**config.mk**
```make
export PLATFORM = sky130hd
export DESIGN_NAME = blm_monitor
export DESIGN_NICKNAME = d
export VERILOG_FILES = /design/src/logic/blm_monitor.v /design/src/logic/blm_timer.v
export VERILOG_INCLUDE_DIRS = /design/src /design/src/pkg
export SDC_FILE = /design/constraint.sdc
export NUM_CORES = 1
export LEC_CHECK = 0
export ABC_AREA = 1
export BUFFER_PORTS_ARGS = -buffer_cell sky130_fd_sc_hd__buf_2
export CORE_UTILIZATION = 55
export DETAILED_ROUTE_END_ITERATION = 7
export MAX_ROUTING_LAYER = met4
export PLACE_DENSITY = 0.76
export SETUP_SLACK_MARGIN = 0.1
export SYNTH_ARGS = -nofsm -noshare
export SYNTH_HDL_FRONTEND = slang
export SYNTH_SLANG_ARGS = --single-unit
```
**constraint.sdc**
```tcl
create_clock -name i_core_clk -period 11.6 [get_ports i_core_clk]
set_input_delay 0.58 -clock i_core_clk [delete_from_list [all_inputs] [get_ports i_core_clk]]
set_output_delay 0.58 -clock i_core_clk [all_outputs]
set_load 0.005 [all_outputs]
```
**src/pkg/blm_map.vh**
```
// constants for the second brightness limit monitor
// assumes brightness and thresholds are whole klx on one clock
`ifndef BLM_MAP_VH
`define BLM_MAP_VH

// ----------------------------------------
// timing
// ----------------------------------------
`define BLM_CLK_NS      20
`define BLM_SEC_NS      1000000000
`define BLM_CYC_UNIT_S  12'h00A
`define BLM_SEC_W       12

// ----------------------------------------
// threshold and hysteresis tables
// ----------------------------------------
`define BLM_THR_MIN     16'h0003
`define BLM_THR_STEP    16'h0005
`define BLM_THR_SEL_MAX 5'h15
`define BLM_HYS_FINE    4'h5
`define BLM_HYS_STEP    8'h0A

// ----------------------------------------
// external threshold sources
// ----------------------------------------
`define BLM_EXT_NONE    2'h0
`define BLM_EXT_16      2'h1
`define BLM_EXT_8       2'h2

// ----------------------------------------
// activation mode field positions
// ----------------------------------------
`define BLM_MB_FALL     3
`define BLM_MB_XVAL     2
`define BLM_MB_XTX      1
`define BLM_MB_RTX      0
`define BLM_MODE_MAX    4'hB

// ----------------------------------------
// delay durations in seconds
// ----------------------------------------
`define BLM_D_1S        12'h001
`define BLM_D_3S        12'h003
`define BLM_D_5S        12'h005
`define BLM_D_10S       12'h00A
`define BLM_D_15S       12'h00F
`define BLM_D_30S       12'h01E
`define BLM_D_1M        12'h03C
`define BLM_D_3M        12'h0B4
`define BLM_D_5M        12'h12C
`define BLM_D_10M       12'h258
`define BLM_D_15M       12'h384
`define BLM_D_30M       12'h708
`define BLM_D_60M       12'hE10

`endif

```
**src/logic/blm_monitor.v**
```verilog
// second brightness limit monitor: comparator, delays, sending
// assumes all inputs come from logic on i_core_clk
`timescale 1ns/1ps
`default_nettype none
`include "blm_map.vh"

module blm_monitor #(
  parameter integer P_CYC_PER_S = `BLM_SEC_NS / `BLM_CLK_NS
) (
  // clock and reset
  input  wire         i_core_clk,
  input  wire         i_rst,
  // enables
  input  wire         i_chan_en,
  input  wire         i_lim1_en,
  input  wire         i_lim2_en,
  // measured brightness, klx
  input  wire [15:0]  i_brightness,
  // configuration
  input  wire [4:0]   i_thr_sel,
  input  wire [3:0]   i_hys_sel,
  input  wire [3:0]   i_act_mode,
  input  wire [1:0]   i_ext_mode,
  input  wire [3:0]   i_on_dly_sel,
  input  wire [3:0]   i_off_dly_sel,
  input  wire         i_send_chg,
  input  wire [6:0]   i_cyc_sel,
  input  wire         i_download,
  // external threshold objects
  input  wire         i_ext16_wr,
  input  wire [15:0]  i_ext16_val,
  input  wire         i_ext8_wr,
  input  wire [7:0]   i_ext8_val,
  // limit object, telegram and status outputs
  output reg          o_limit_obj,
  output reg          o_tx_valid,
  output reg          o_tx_value,
  output wire         o_active,
  output reg  [15:0]  o_threshold_level
);

  // ----------------------------------------
  // decoding functions
  // ----------------------------------------
  function [15:0] thr_klx;
    input [4:0] sel;
    begin
      if (sel == 5'h00) begin
        thr_klx = `BLM_THR_MIN;
      end else if (sel > `BLM_THR_SEL_MAX) begin
        thr_klx = `BLM_THR_STEP * {11'h000, `BLM_THR_SEL_MAX};
      end else begin
        thr_klx = `BLM_THR_STEP * {11'h000, sel};
      end
    end
  endfunction

  function [7:0] hys_klx;
    input [3:0] sel;
    begin
      if (sel <= `BLM_HYS_FINE) begin
        hys_klx = {4'h0, sel};
      end else begin
        hys_klx = `BLM_HYS_STEP * {4'h0, sel - `BLM_HYS_FINE};
      end
    end
  endfunction

  function [`BLM_SEC_W-1:0] dly_s;
    input [3:0] sel;
    begin
      case (sel)
        4'h0:    dly_s = {`BLM_SEC_W{1'b0}};
        4'h1:    dly_s = `BLM_D_1S;
        4'h2:    dly_s = `BLM_D_3S;
        4'h3:    dly_s = `BLM_D_5S;
        4'h4:    dly_s = `BLM_D_10S;
        4'h5:    dly_s = `BLM_D_15S;
        4'h6:    dly_s = `BLM_D_30S;
        4'h7:    dly_s = `BLM_D_1M;
        4'h8:    dly_s = `BLM_D_3M;
        4'h9:    dly_s = `BLM_D_5M;
        4'hA:    dly_s = `BLM_D_10M;
        4'hB:    dly_s = `BLM_D_15M;
        4'hC:    dly_s = `BLM_D_30M;
        default: dly_s = `BLM_D_60M;
      endcase
    end
  endfunction

  // {falling, value on crossing, crossing sends, return sends}
  function [3:0] mode_bits;
    input [3:0] m;
    begin
      case (m)
        4'h0:    mode_bits = 4'h7;
        4'h1:    mode_bits = 4'h3;
        4'h2:    mode_bits = 4'hF;
        4'h3:    mode_bits = 4'hB;
        4'h4:    mode_bits = 4'h6;
        4'h5:    mode_bits = 4'h2;
        4'h6:    mode_bits = 4'hE;
        4'h7:    mode_bits = 4'hA;
        4'h8:    mode_bits = 4'h5;
        4'h9:    mode_bits = 4'h1;
        4'hA:    mode_bits = 4'hD;
        default: mode_bits = 4'h9;
      endcase
    end
  endfunction

  // ----------------------------------------
  // declarations
  // ----------------------------------------
  localparam integer L_PS_MAX_I = P_CYC_PER_S - 1;
  localparam [25:0]  L_PS_MAX   = L_PS_MAX_I[25:0];

  reg  [25:0]           ps_cnt;
  reg                   sec_tick;
  reg  [15:0]           ext_val;
  reg                   ext_valid;
  reg                   cond;
  reg                   acc_cond;
  reg                   dly_armed;
  reg                   next_cond;
  reg                   dly_start;
  reg                   dly_stop;
  reg                   accept_now;
  reg  [`BLM_SEC_W-1:0] dly_len;
  wire [3:0]            mb;
  wire [15:0]           thr;
  wire [7:0]            hys;
  wire [16:0]           thr_hi;
  wire [15:0]           thr_lo;
  wire                  raw_obj;
  wire                  acc_obj;
  wire                  dly_done;
  wire                  dly_busy;
  wire                  cyc_done;
  wire                  cyc_busy;
  wire                  cyc_start;
  wire [`BLM_SEC_W-1:0] cyc_len;
  wire                  dly_fin;
  wire                  new_cond;
  wire                  chg_evt;
  wire                  tx_ok_new;
  wire                  tx_ok_old;

  // ----------------------------------------
  // one-second enable
  // ----------------------------------------
  always @(posedge i_core_clk) begin
    if (i_rst) begin
      ps_cnt   <= 26'h0000000;
      sec_tick <= 1'b0;
    end else if (ps_cnt == L_PS_MAX) begin
      ps_cnt   <= 26'h0000000;
      sec_tick <= 1'b1;
    end else begin
      ps_cnt   <= ps_cnt + 26'h0000001;
      sec_tick <= 1'b0;
    end
  end

  // ----------------------------------------
  // threshold selection
  // ----------------------------------------
  assign o_active = i_chan_en & i_lim1_en & i_lim2_en;
  assign mb       = mode_bits(i_act_mode);

  // a write in the download cycle still counts: set beats clear
  always @(posedge i_core_clk) begin
    if (i_rst) begin
      ext_val   <= 16'h0000;
      ext_valid <= 1'b0;
    end else if (i_ext_mode == `BLM_EXT_16 && i_ext16_wr) begin
      ext_val   <= i_ext16_val;
      ext_valid <= 1'b1;
    end else if (i_ext_mode == `BLM_EXT_8 && i_ext8_wr) begin
      ext_val   <= {8'h00, i_ext8_val};
      ext_valid <= 1'b1;
    end else if (i_download) begin
      ext_valid <= 1'b0;
    end
  end

  assign thr = (ext_valid && i_ext_mode != `BLM_EXT_NONE) ?
               ext_val : thr_klx(i_thr_sel);
  assign hys = hys_klx(i_hys_sel);

  assign thr_hi = {1'b0, thr} + {9'h000, hys};
  // saturate so a large hysteresis cannot wrap below zero
  assign thr_lo = (thr > {8'h00, hys}) ?
                  thr - {8'h00, hys} : 16'h0000;

  always @(posedge i_core_clk) begin
    if (i_rst) begin
      o_threshold_level <= 16'h0000;
    end else begin
      o_threshold_level <= thr;
    end
  end

  // ----------------------------------------
  // comparator with hysteresis
  // ----------------------------------------
  always @* begin
    next_cond = cond;
    if (!mb[`BLM_MB_FALL]) begin
      if (i_brightness > thr) begin
        next_cond = 1'b1;
      end else if (i_brightness < thr_lo) begin
        next_cond = 1'b0;
      end
    end else begin
      if (i_brightness < thr) begin
        next_cond = 1'b1;
      end else if ({1'b0, i_brightness} > thr_hi) begin
        next_cond = 1'b0;
      end
    end
  end

  always @(posedge i_core_clk) begin
    if (i_rst || !o_active) begin
      cond <= 1'b0;
    end else begin
      cond <= next_cond;
    end
  end

  // ----------------------------------------
  // switch-on / switch-off delay
  // ----------------------------------------
  assign raw_obj = cond ? mb[`BLM_MB_XVAL] : ~mb[`BLM_MB_XVAL];
  assign acc_obj = acc_cond ? mb[`BLM_MB_XVAL] : ~mb[`BLM_MB_XVAL];

  always @* begin
    dly_len    = raw_obj ? dly_s(i_on_dly_sel) : dly_s(i_off_dly_sel);
    dly_start  = 1'b0;
    dly_stop   = 1'b0;
    accept_now = 1'b0;
    if (cond == acc_cond) begin
      dly_stop = dly_armed; // change withdrawn before expiry
    end else if (!dly_armed) begin
      if (dly_len == {`BLM_SEC_W{1'b0}}) begin
        accept_now = 1'b1;
      end else begin
        dly_start = 1'b1;
      end
    end
  end

  blm_timer u_dly (
    .i_core_clk (i_core_clk),
    .i_rst      (i_rst),
    .i_tick     (sec_tick),
    .i_start    (dly_start),
    .i_stop     (dly_stop),
    .i_len      (dly_len),
    .o_done     (dly_done),
    .o_busy     (dly_busy)
  );

  assign dly_fin = dly_armed & dly_done & (cond != acc_cond);

  // acc_cond moves only at expiry or at once for a zero delay, so cyclic sends repeat the old state
  always @(posedge i_core_clk) begin
    if (i_rst || !o_active) begin
      acc_cond  <= 1'b0;
      dly_armed <= 1'b0;
    end else begin
      if (accept_now || dly_fin) begin
        acc_cond <= cond;
      end
      if (dly_start) begin
        dly_armed <= 1'b1;
      end else if (dly_stop || dly_fin || !dly_busy) begin
        dly_armed <= dly_armed & dly_busy & ~dly_stop & ~dly_fin;
      end
    end
  end

  // ----------------------------------------
  // cyclic schedule
  // ----------------------------------------
  assign cyc_len = {5'h00, i_cyc_sel} *
                   `BLM_CYC_UNIT_S;
  // auto re-arm: a zero setting never loads, so never expires
  assign cyc_start = o_active & ~cyc_busy &
                     (i_cyc_sel != 7'h00);

  blm_timer u_cyc (
    .i_core_clk (i_core_clk),
    .i_rst      (i_rst),
    .i_tick     (sec_tick),
    .i_start    (cyc_start),
    .i_stop     (~o_active | (i_cyc_sel == 7'h00)),
    .i_len      (cyc_len),
    .o_done     (cyc_done),
    .o_busy     (cyc_busy)
  );

  // ----------------------------------------
  // telegram output
  // ----------------------------------------
  assign new_cond  = cond;
  assign chg_evt   = accept_now | dly_fin;
  assign tx_ok_new = new_cond ? mb[`BLM_MB_XTX] : mb[`BLM_MB_RTX];
  assign tx_ok_old = acc_cond ? mb[`BLM_MB_XTX] : mb[`BLM_MB_RTX];

  always @(posedge i_core_clk) begin
    if (i_rst) begin
      o_tx_valid  <= 1'b0;
      o_tx_value  <= 1'b0;
      o_limit_obj <= 1'b0;
    end else begin
      o_tx_valid  <= 1'b0;
      o_limit_obj <= acc_obj;
      if (chg_evt) begin
        o_limit_obj <= raw_obj;
        // a cyclic slot landing on a change still sends the new value
        if ((i_send_chg || cyc_done) && tx_ok_new) begin
          o_tx_valid <= 1'b1;
          o_tx_value <= raw_obj;
        end
      end else if (cyc_done && tx_ok_old) begin
        o_tx_valid <= 1'b1;
        o_tx_value <= acc_obj;
      end
    end
  end

endmodule

`default_nettype wire

```
**src/logic/blm_timer.v**
```verilog
// second-granular down counter with one-cycle expiry pulse
// assumes i_tick is a one-cycle pulse once per second
`timescale 1ns/1ps
`default_nettype none
`include "blm_map.vh"

module blm_timer (
  // clock and reset
  input  wire                   i_core_clk,
  input  wire                   i_rst,
  // control
  input  wire                   i_tick,
  input  wire                   i_start,
  input  wire                   i_stop,
  input  wire [`BLM_SEC_W-1:0]  i_len,
  // status
  output reg                    o_done,
  output wire                   o_busy
);

  reg [`BLM_SEC_W-1:0] cnt;

  assign o_busy = (cnt != {`BLM_SEC_W{1'b0}});

  // ----------------------------------------
  // countdown
  // ----------------------------------------
  // first tick may come early: up to one second short
  always @(posedge i_core_clk) begin
    if (i_rst || i_stop) begin
      cnt    <= {`BLM_SEC_W{1'b0}};
      o_done <= 1'b0;
    end else begin
      o_done <= 1'b0;
      if (i_start) begin
        cnt <= i_len;
      end else if (i_tick && o_busy) begin
        cnt <= cnt - {{(`BLM_SEC_W-1){1'b0}}, 1'b1};
        if (cnt == {{(`BLM_SEC_W-1){1'b0}}, 1'b1}) begin
          o_done <= 1'b1;
        end
      end
    end
  end

endmodule

`default_nettype wire

```
==> Word level (Yosys, flattened, before mapping) <==
Memory sizes are Yosys's and may differ from the RTL's.
Cells that the tools add are included.
{ "op_classes": {"add_sub_neg": 6, "multipliers": 3, "order_cmp": 7, "n_eq_ne": 9, "muxes": 43, "bitwise_logic": 18, "reduce_logical": 36} }
{ "ops": {"columns": ["op", "n"], "rows": [
  ["2-to-1 mux 16 bit", 4],
  ["2-to-1 mux 12 bit", 3],
  ["< comparator 16 bit", 2],
  ["2-to-1 mux 1 bit", 31],
  ["adder 26 x 1 -> 26 bit, second input constant", 1],
  ["equality test 26 bit, second input constant", 1],
  ["equality test 12 x 1 -> 1 bit, second input constant", 2],
  ["2-to-1 mux 8 bit", 3],
  ["nonzero test 12 bit", 2],
  ["subtractor 12 x 1 -> 12 bit, second input constant", 2],
  ["2-to-1 mux 11 bit", 2],
  ["adder 16 x 8 -> 17 bit", 1],
  ["greater-than comparator 16 x 17 -> 1 bit", 1],
  ["greater-than comparator 16 bit", 1],
  ["greater-than comparator 16 x 8 -> 1 bit", 1],
  ["subtractor 16 x 8 -> 16 bit", 1],
  ["logical NOT 12 bit", 1],
  ["nonzero test 2 bit", 6],
  ["multiplier 7 x 3 -> 10 bit, second input constant", 1],
  ["AND 1 bit", 9],
  ["multiplier 3 x 5 -> 8 bit, first input constant", 1],
  ["logical AND 1 bit", 7],
  ["logical NOT 7 bit", 1],
  ["logical OR 1 bit", 7],
  ["other kinds (19)", 31]
]} }
{ "word_totals": {"reg_bits": 92, "romBits": 448, "input_bits": 79, "output_inout_bits": 20, "wordCells": 141, "memories": 3} }
{ "memory_table": {"columns": ["memory", "words", "width", "rd", "rd_ports_with_merged_regs", "wr", "line_no", "source"], "rows": [
  ["(no name shown)", 16, 12, 1, 0, 0, "blm_monitor.v:72", "case (sel)"],
  ["(no name shown)", 16, 12, 1, 0, 0, "blm_monitor.v:72", null],
  ["(no name shown)", 16, 4, 1, 0, 0, "blm_monitor.v:95", "case (m)"]
]} }

==> Depth between registers and ports, before layout <==
An unclocked memory read counts as a cell.
{ "logic_depth": {"word_depth": 11, "ltp_mapped": 34, "depth_no_buf": 34} }

==> Hierarchy <==
Synthesis repeated with hierarchy kept, for this count alone.
{ "hier_totals": {"hier_cells": 1277, "area_unflattened_um2": 8227.9} }
{ "modules_own_cells": {"columns": ["mod", "instances", "cells_each", "area_per_inst_um2", "seq_area_each_um2"], "rows": [
  ["blm_monitor", 1, 955, 6351.1, 1321.3],
  ["blm_timer", 2, 161, 938.4, 260.2]
]} }

==> Least setup slack after synthesis <==
Ideal clock, no wire load.
{ "synth_timing": {"kind": "input to register", "start": "input i_hys_sel[1]", "end": "register cond", "setup_ns": 0.121, "arrival_time_ns": 4.605, "required_time_ns": 11.479, "setup_slack_ns": 6.874, "stages": 27, "path_buffers": 2, "path_cell_list": "o21ai_2 -> xor2_1 -> inv_1 -> ha_1 -> ha_1 -> inv_1 -> fa_1 -> nor2_1 -> inv_1 -> ha_1 -> clkbuf_1 -> inv_1 -> nor3_1 -> nand2_1 -> nand3_1 -> and2_1 -> clkbuf_1 -> a21boi_0 -> o21ai_0 -> ha_1 -> a21oi_1 -> nor2_1 -> a211oi_1 -> o221a_2 -> nand2_1 -> nand2_1 -> a21oi_2"} }
{ "synth_between": {"elab_chain_len": 8, "word_cells_on_any_way": 13, "cone_classes": "add/sub: 3; mul: 1; order compare: 4; eq/ne: 1; mux: 2; reduce/logical: 2"} }
{ "synth_rtl": {"columns": ["element", "line_no", "source"], "rows": [
  ["from (decl)", "blm_monitor.v:21", "input wire [3:0] i_hys_sel,"],
  ["subtractor 4 x 3 -> 4 bit (no line)", null, null],
  ["multiplier 3 x 4 -> 7 bit (no line)", null, null],
  ["2-to-1 mux 8 bit (*)", "blm_monitor.v:61", "if (sel <= `BLM_HYS_FINE) begin"],
  ["subtractor 16 x 8 -> 16 bit or greater-than comparator 16 x 8 -> 1 bit (tied branches)", "blm_monitor.v:194, blm_monitor.v:193", null],
  ["2-to-1 mux 16 bit", "blm_monitor.v:193", "assign thr_lo = (thr > {8'h00, hys}) ?"],
  ["< comparator 16 bit", "blm_monitor.v:212", "end else if (i_brightness < thr_lo) begin"],
  ["nonzero test 3 bit (no line)", null, null],
  ["AND reduction 2 bit (no line) (*)", null, null],
  ["to (signal assigned)", "blm_monitor.v:228", "cond <= next_cond;"],
  ["to (decl)", "blm_monitor.v:122", "reg cond;"]
]} }
Mark *: on every way between the ends. The rest lies on a longest branch, timed or not.
A chain may end at the register's enable or synchronous reset.

==> Worst setup path in the final report <==
Ends and elaborated chain as after synthesis.

==> impl_metrics.toml <==
[timing]
rsz0062_at_grt = "false"
worst_pin_slew_ps = 780
tns_ps = 0
maxSlewHeadroom_pct = 48.0
clock.fmax_mhz = 196
finalMaxSlewViolations = 0
hold_viol = 0
fin_crit_ps = 5100
min_period_over_period_pct = 44.0
finClkSkew_ps = 7.91
setup_viol = 0

[yosys]
synth_compound_area_share_pct = 15.9
syn_inst = 1161
ys.flop_type = "dfxtp_1"
synth_top_family_by_area = "simple AND/OR/NAND/NOR gates"
synth-edff-count = 0
synth_cell_types = 60
synth_simple_gate_area_share_pct = 30.4
synth_area_um2 = 7790
synthArstFlopShare_pct = 0
yosys.area_share.adder_pct = 16.0
yosys_register_bits = 92
seq_area_frac_synth_pct = 23.6
synthMuxAreaShare_pct = 0
syn_avg_cell_area_um2 = 6.71
yosys.area_share.xor_xnor_pct = 4.18
synth_nets = 1338
yosysWarnings = 0

[worst_hold_path]
min_path_cells = 2
hp-class = "flop to flop"

[final_layout]
layout_common_cells = "nand2_1, inv_1, nor2_1, buf_2, ha_1"
syn_to_final_growth_pct = 12.3
fillers = 1300
seqCellArea_um2 = 1840
final_common_cell = "nand2_1"
final_layout_size_suffix_gt1_share_pct = 14.6
multi_input_area_um2 = 5180
fin_nets = 1429
final_util_pct = 63.3

[power]
peakVddDrop_mv = 0.134
power.density_nw_per_um2 = 116
total_power_w = 0.00101
p_leak_nw = 4.20

[floorplan]
die_y_um = 121
core_area_um2 = 13800
die_w_um = 121
dieArea_um2 = 14600
start_util_pct = 56.3
io_pins = 99
rows = 43

[route]
first_pass_iters = 5
via_per_inst = 5.32
wl_per_cell_um = 13.3
postRouteAntennaNets = 0
drtIter0Drc = 406
num_vias = 7647
drc_errors = 0
drt-total-wl_mm = 19.1

[clock_network]
cts_max_level = 3
cts_hold_buf = 0
cts.repair.resized = 0
cts_setup_buffers = 0
clk_pin_slew_ps = 60
root_buffer = "clkbuf_16"
numCtsBuffers = 9
cts.sinks = 92
cts_buffer_depth = 2
cts_tree = "built"
worstSkewPairLatency_ps = 350

[setup_path]
crit_type = "input pin to flop"
crit_required_ps = 11840
cp_data_arrival_time_ps = 5340
critPathCaptureType = "flop"
worst_r2r_path_depth = 20
critPathMaxFanout = 15
crit_path_start_kind = "input pin"

[global_routing]
antenna_found_initial = 1
grt_max_degree = 37
grt_overflow = 0
grt_pass1_vias = 6939
groute.usage.overall_pct = 27.8
grt_pass1_wl_mm = 31.9

[placed_design]
dpl.hpwl_mm = 15.3
globalplace.congestion = 0.960
portBuffers = 98

[run]
maxCapViolCount = 0

[outcome]
outcome = "completed"
## sequential cells by signal, summed over array words and instances (netlist names)
signal,count
cond,1
ps_cnt,26
ext_val,16
o_tx_value,1
u_cyc.o_done,1
u_dly.o_done,1
o_threshold_level,16
acc_cond,1
o_tx_valid,1
o_limit_obj,1
u_cyc.cnt,12
ext_valid,1
dly_armed,1
u_dly.cnt,12
sec_tick,1
## through the flow
step                      setup slack (ps)  hold slack [ps]  std cells  instance area [um^2]
after floorplan                       6870              418       1161                  7790
after global placement                6430              431       1421                  8420
after detailed placement              6190              452       1421                  8420
after CTS                             6540              461       1437                  8740
after global routing                  6030              475       1438                  8750
final                                 6500              462       1438                  8750
## critical path: stages
cell and delay, ps:
buf_2 110, o21ai_2 140, xor2_1 240, inv_1 100
ha_1 310, ha_1 210, inv_1 70, fa_1 400
nor2_1 160, inv_1 60, ha_1 410, inv_1 120
nor3_1 250, nand2_1 130, nand3_1 100, and2_1 460
a21boi_0 210, o21ai_0 110, ha_1 300, a21oi_1 140
nor2_1 60, a211oi_1 250, o221a_2 240, nand2_1 50
nand2_1 70, a21oi_2 50
## final timing paths
path	slack, ps	from	end
worst max-delay path	6500	i_hys_sel[1]	cond$_SDFFE_PP0P_
worst min-delay path	460	ext_val[10]$_SDFFE_PP0P_	ext_val[10]$_SDFFE_PP0P_
worst max register to register	7330	ext_valid$_SDFFE_PP0P_	cond$_SDFFE_PP0P_
worst min register to register	460	ext_val[10]$_SDFFE_PP0P_	ext_val[10]$_SDFFE_PP0P_
## layout make-up
class                      instances  area share (%)
multi-input combinational        871            59.3
sequential                        92            21.1
inverter                         180            7.73
timing repair buffer              98            5.61
clock buffer                      11            2.78
tap                              180            2.58
clock inverter                     5           0.959
antenna                            1          0.0286
## kinds of logic after synthesis
group / count (synthesis)
and+or+nand+nor: 531
AOI/OAI and AO/OA: 207
buffers and inverters: 198
adders and majority gates: 98
DFF: 92
xor gates and xnor gates: 35
## synth_stat cells, types with 6 or more instances
cell type	number	area [um^2]
nand2_1	218	818
inv_1	166	623
nor2_1	150	563
ha_1	95	1190
dfxtp_1	92	1840
a21oi_1	88	440
nand3_1	55	275
o21ai_0	52	260
nor3_1	26	130
xor2_1	25	219
nand4_1	17	106
nor2_2	15	93.8
clkbuf_1	12	45.0
inv_2	12	45.0
o21ai_1	9	45.0
xnor2_1	9	78.8
nand2_2	8	50.1
or2_2	8	50.1
a211oi_1	7	52.6
nor4_1	7	43.8
o211ai_1	7	52.6
a31oi_1	6	37.5
o22ai_1	6	37.5
## metal layers
layer / global-route usage [%] / vias up / wire length, um
met5: - / - / 0
met4: 6.64 / 0 / 268
met3: 3.95 / 22 / 958
met2: 43.8 / 189 / 8520
met1: 37.5 / 3445 / 9340
li1: - / 3991 / -
## where the power goes
| part | internal, W | leakage [nW] | switching [W] |
|---|---|---|---|
| logic | 0.000138 | 3.30 | 0.000228 |
| registers | 0.000323 | 0.746 | 0.00000390 |
| clock network | 0.000195 | 0.152 | 0.000125 |
Power figures use the tool's default switching activity.
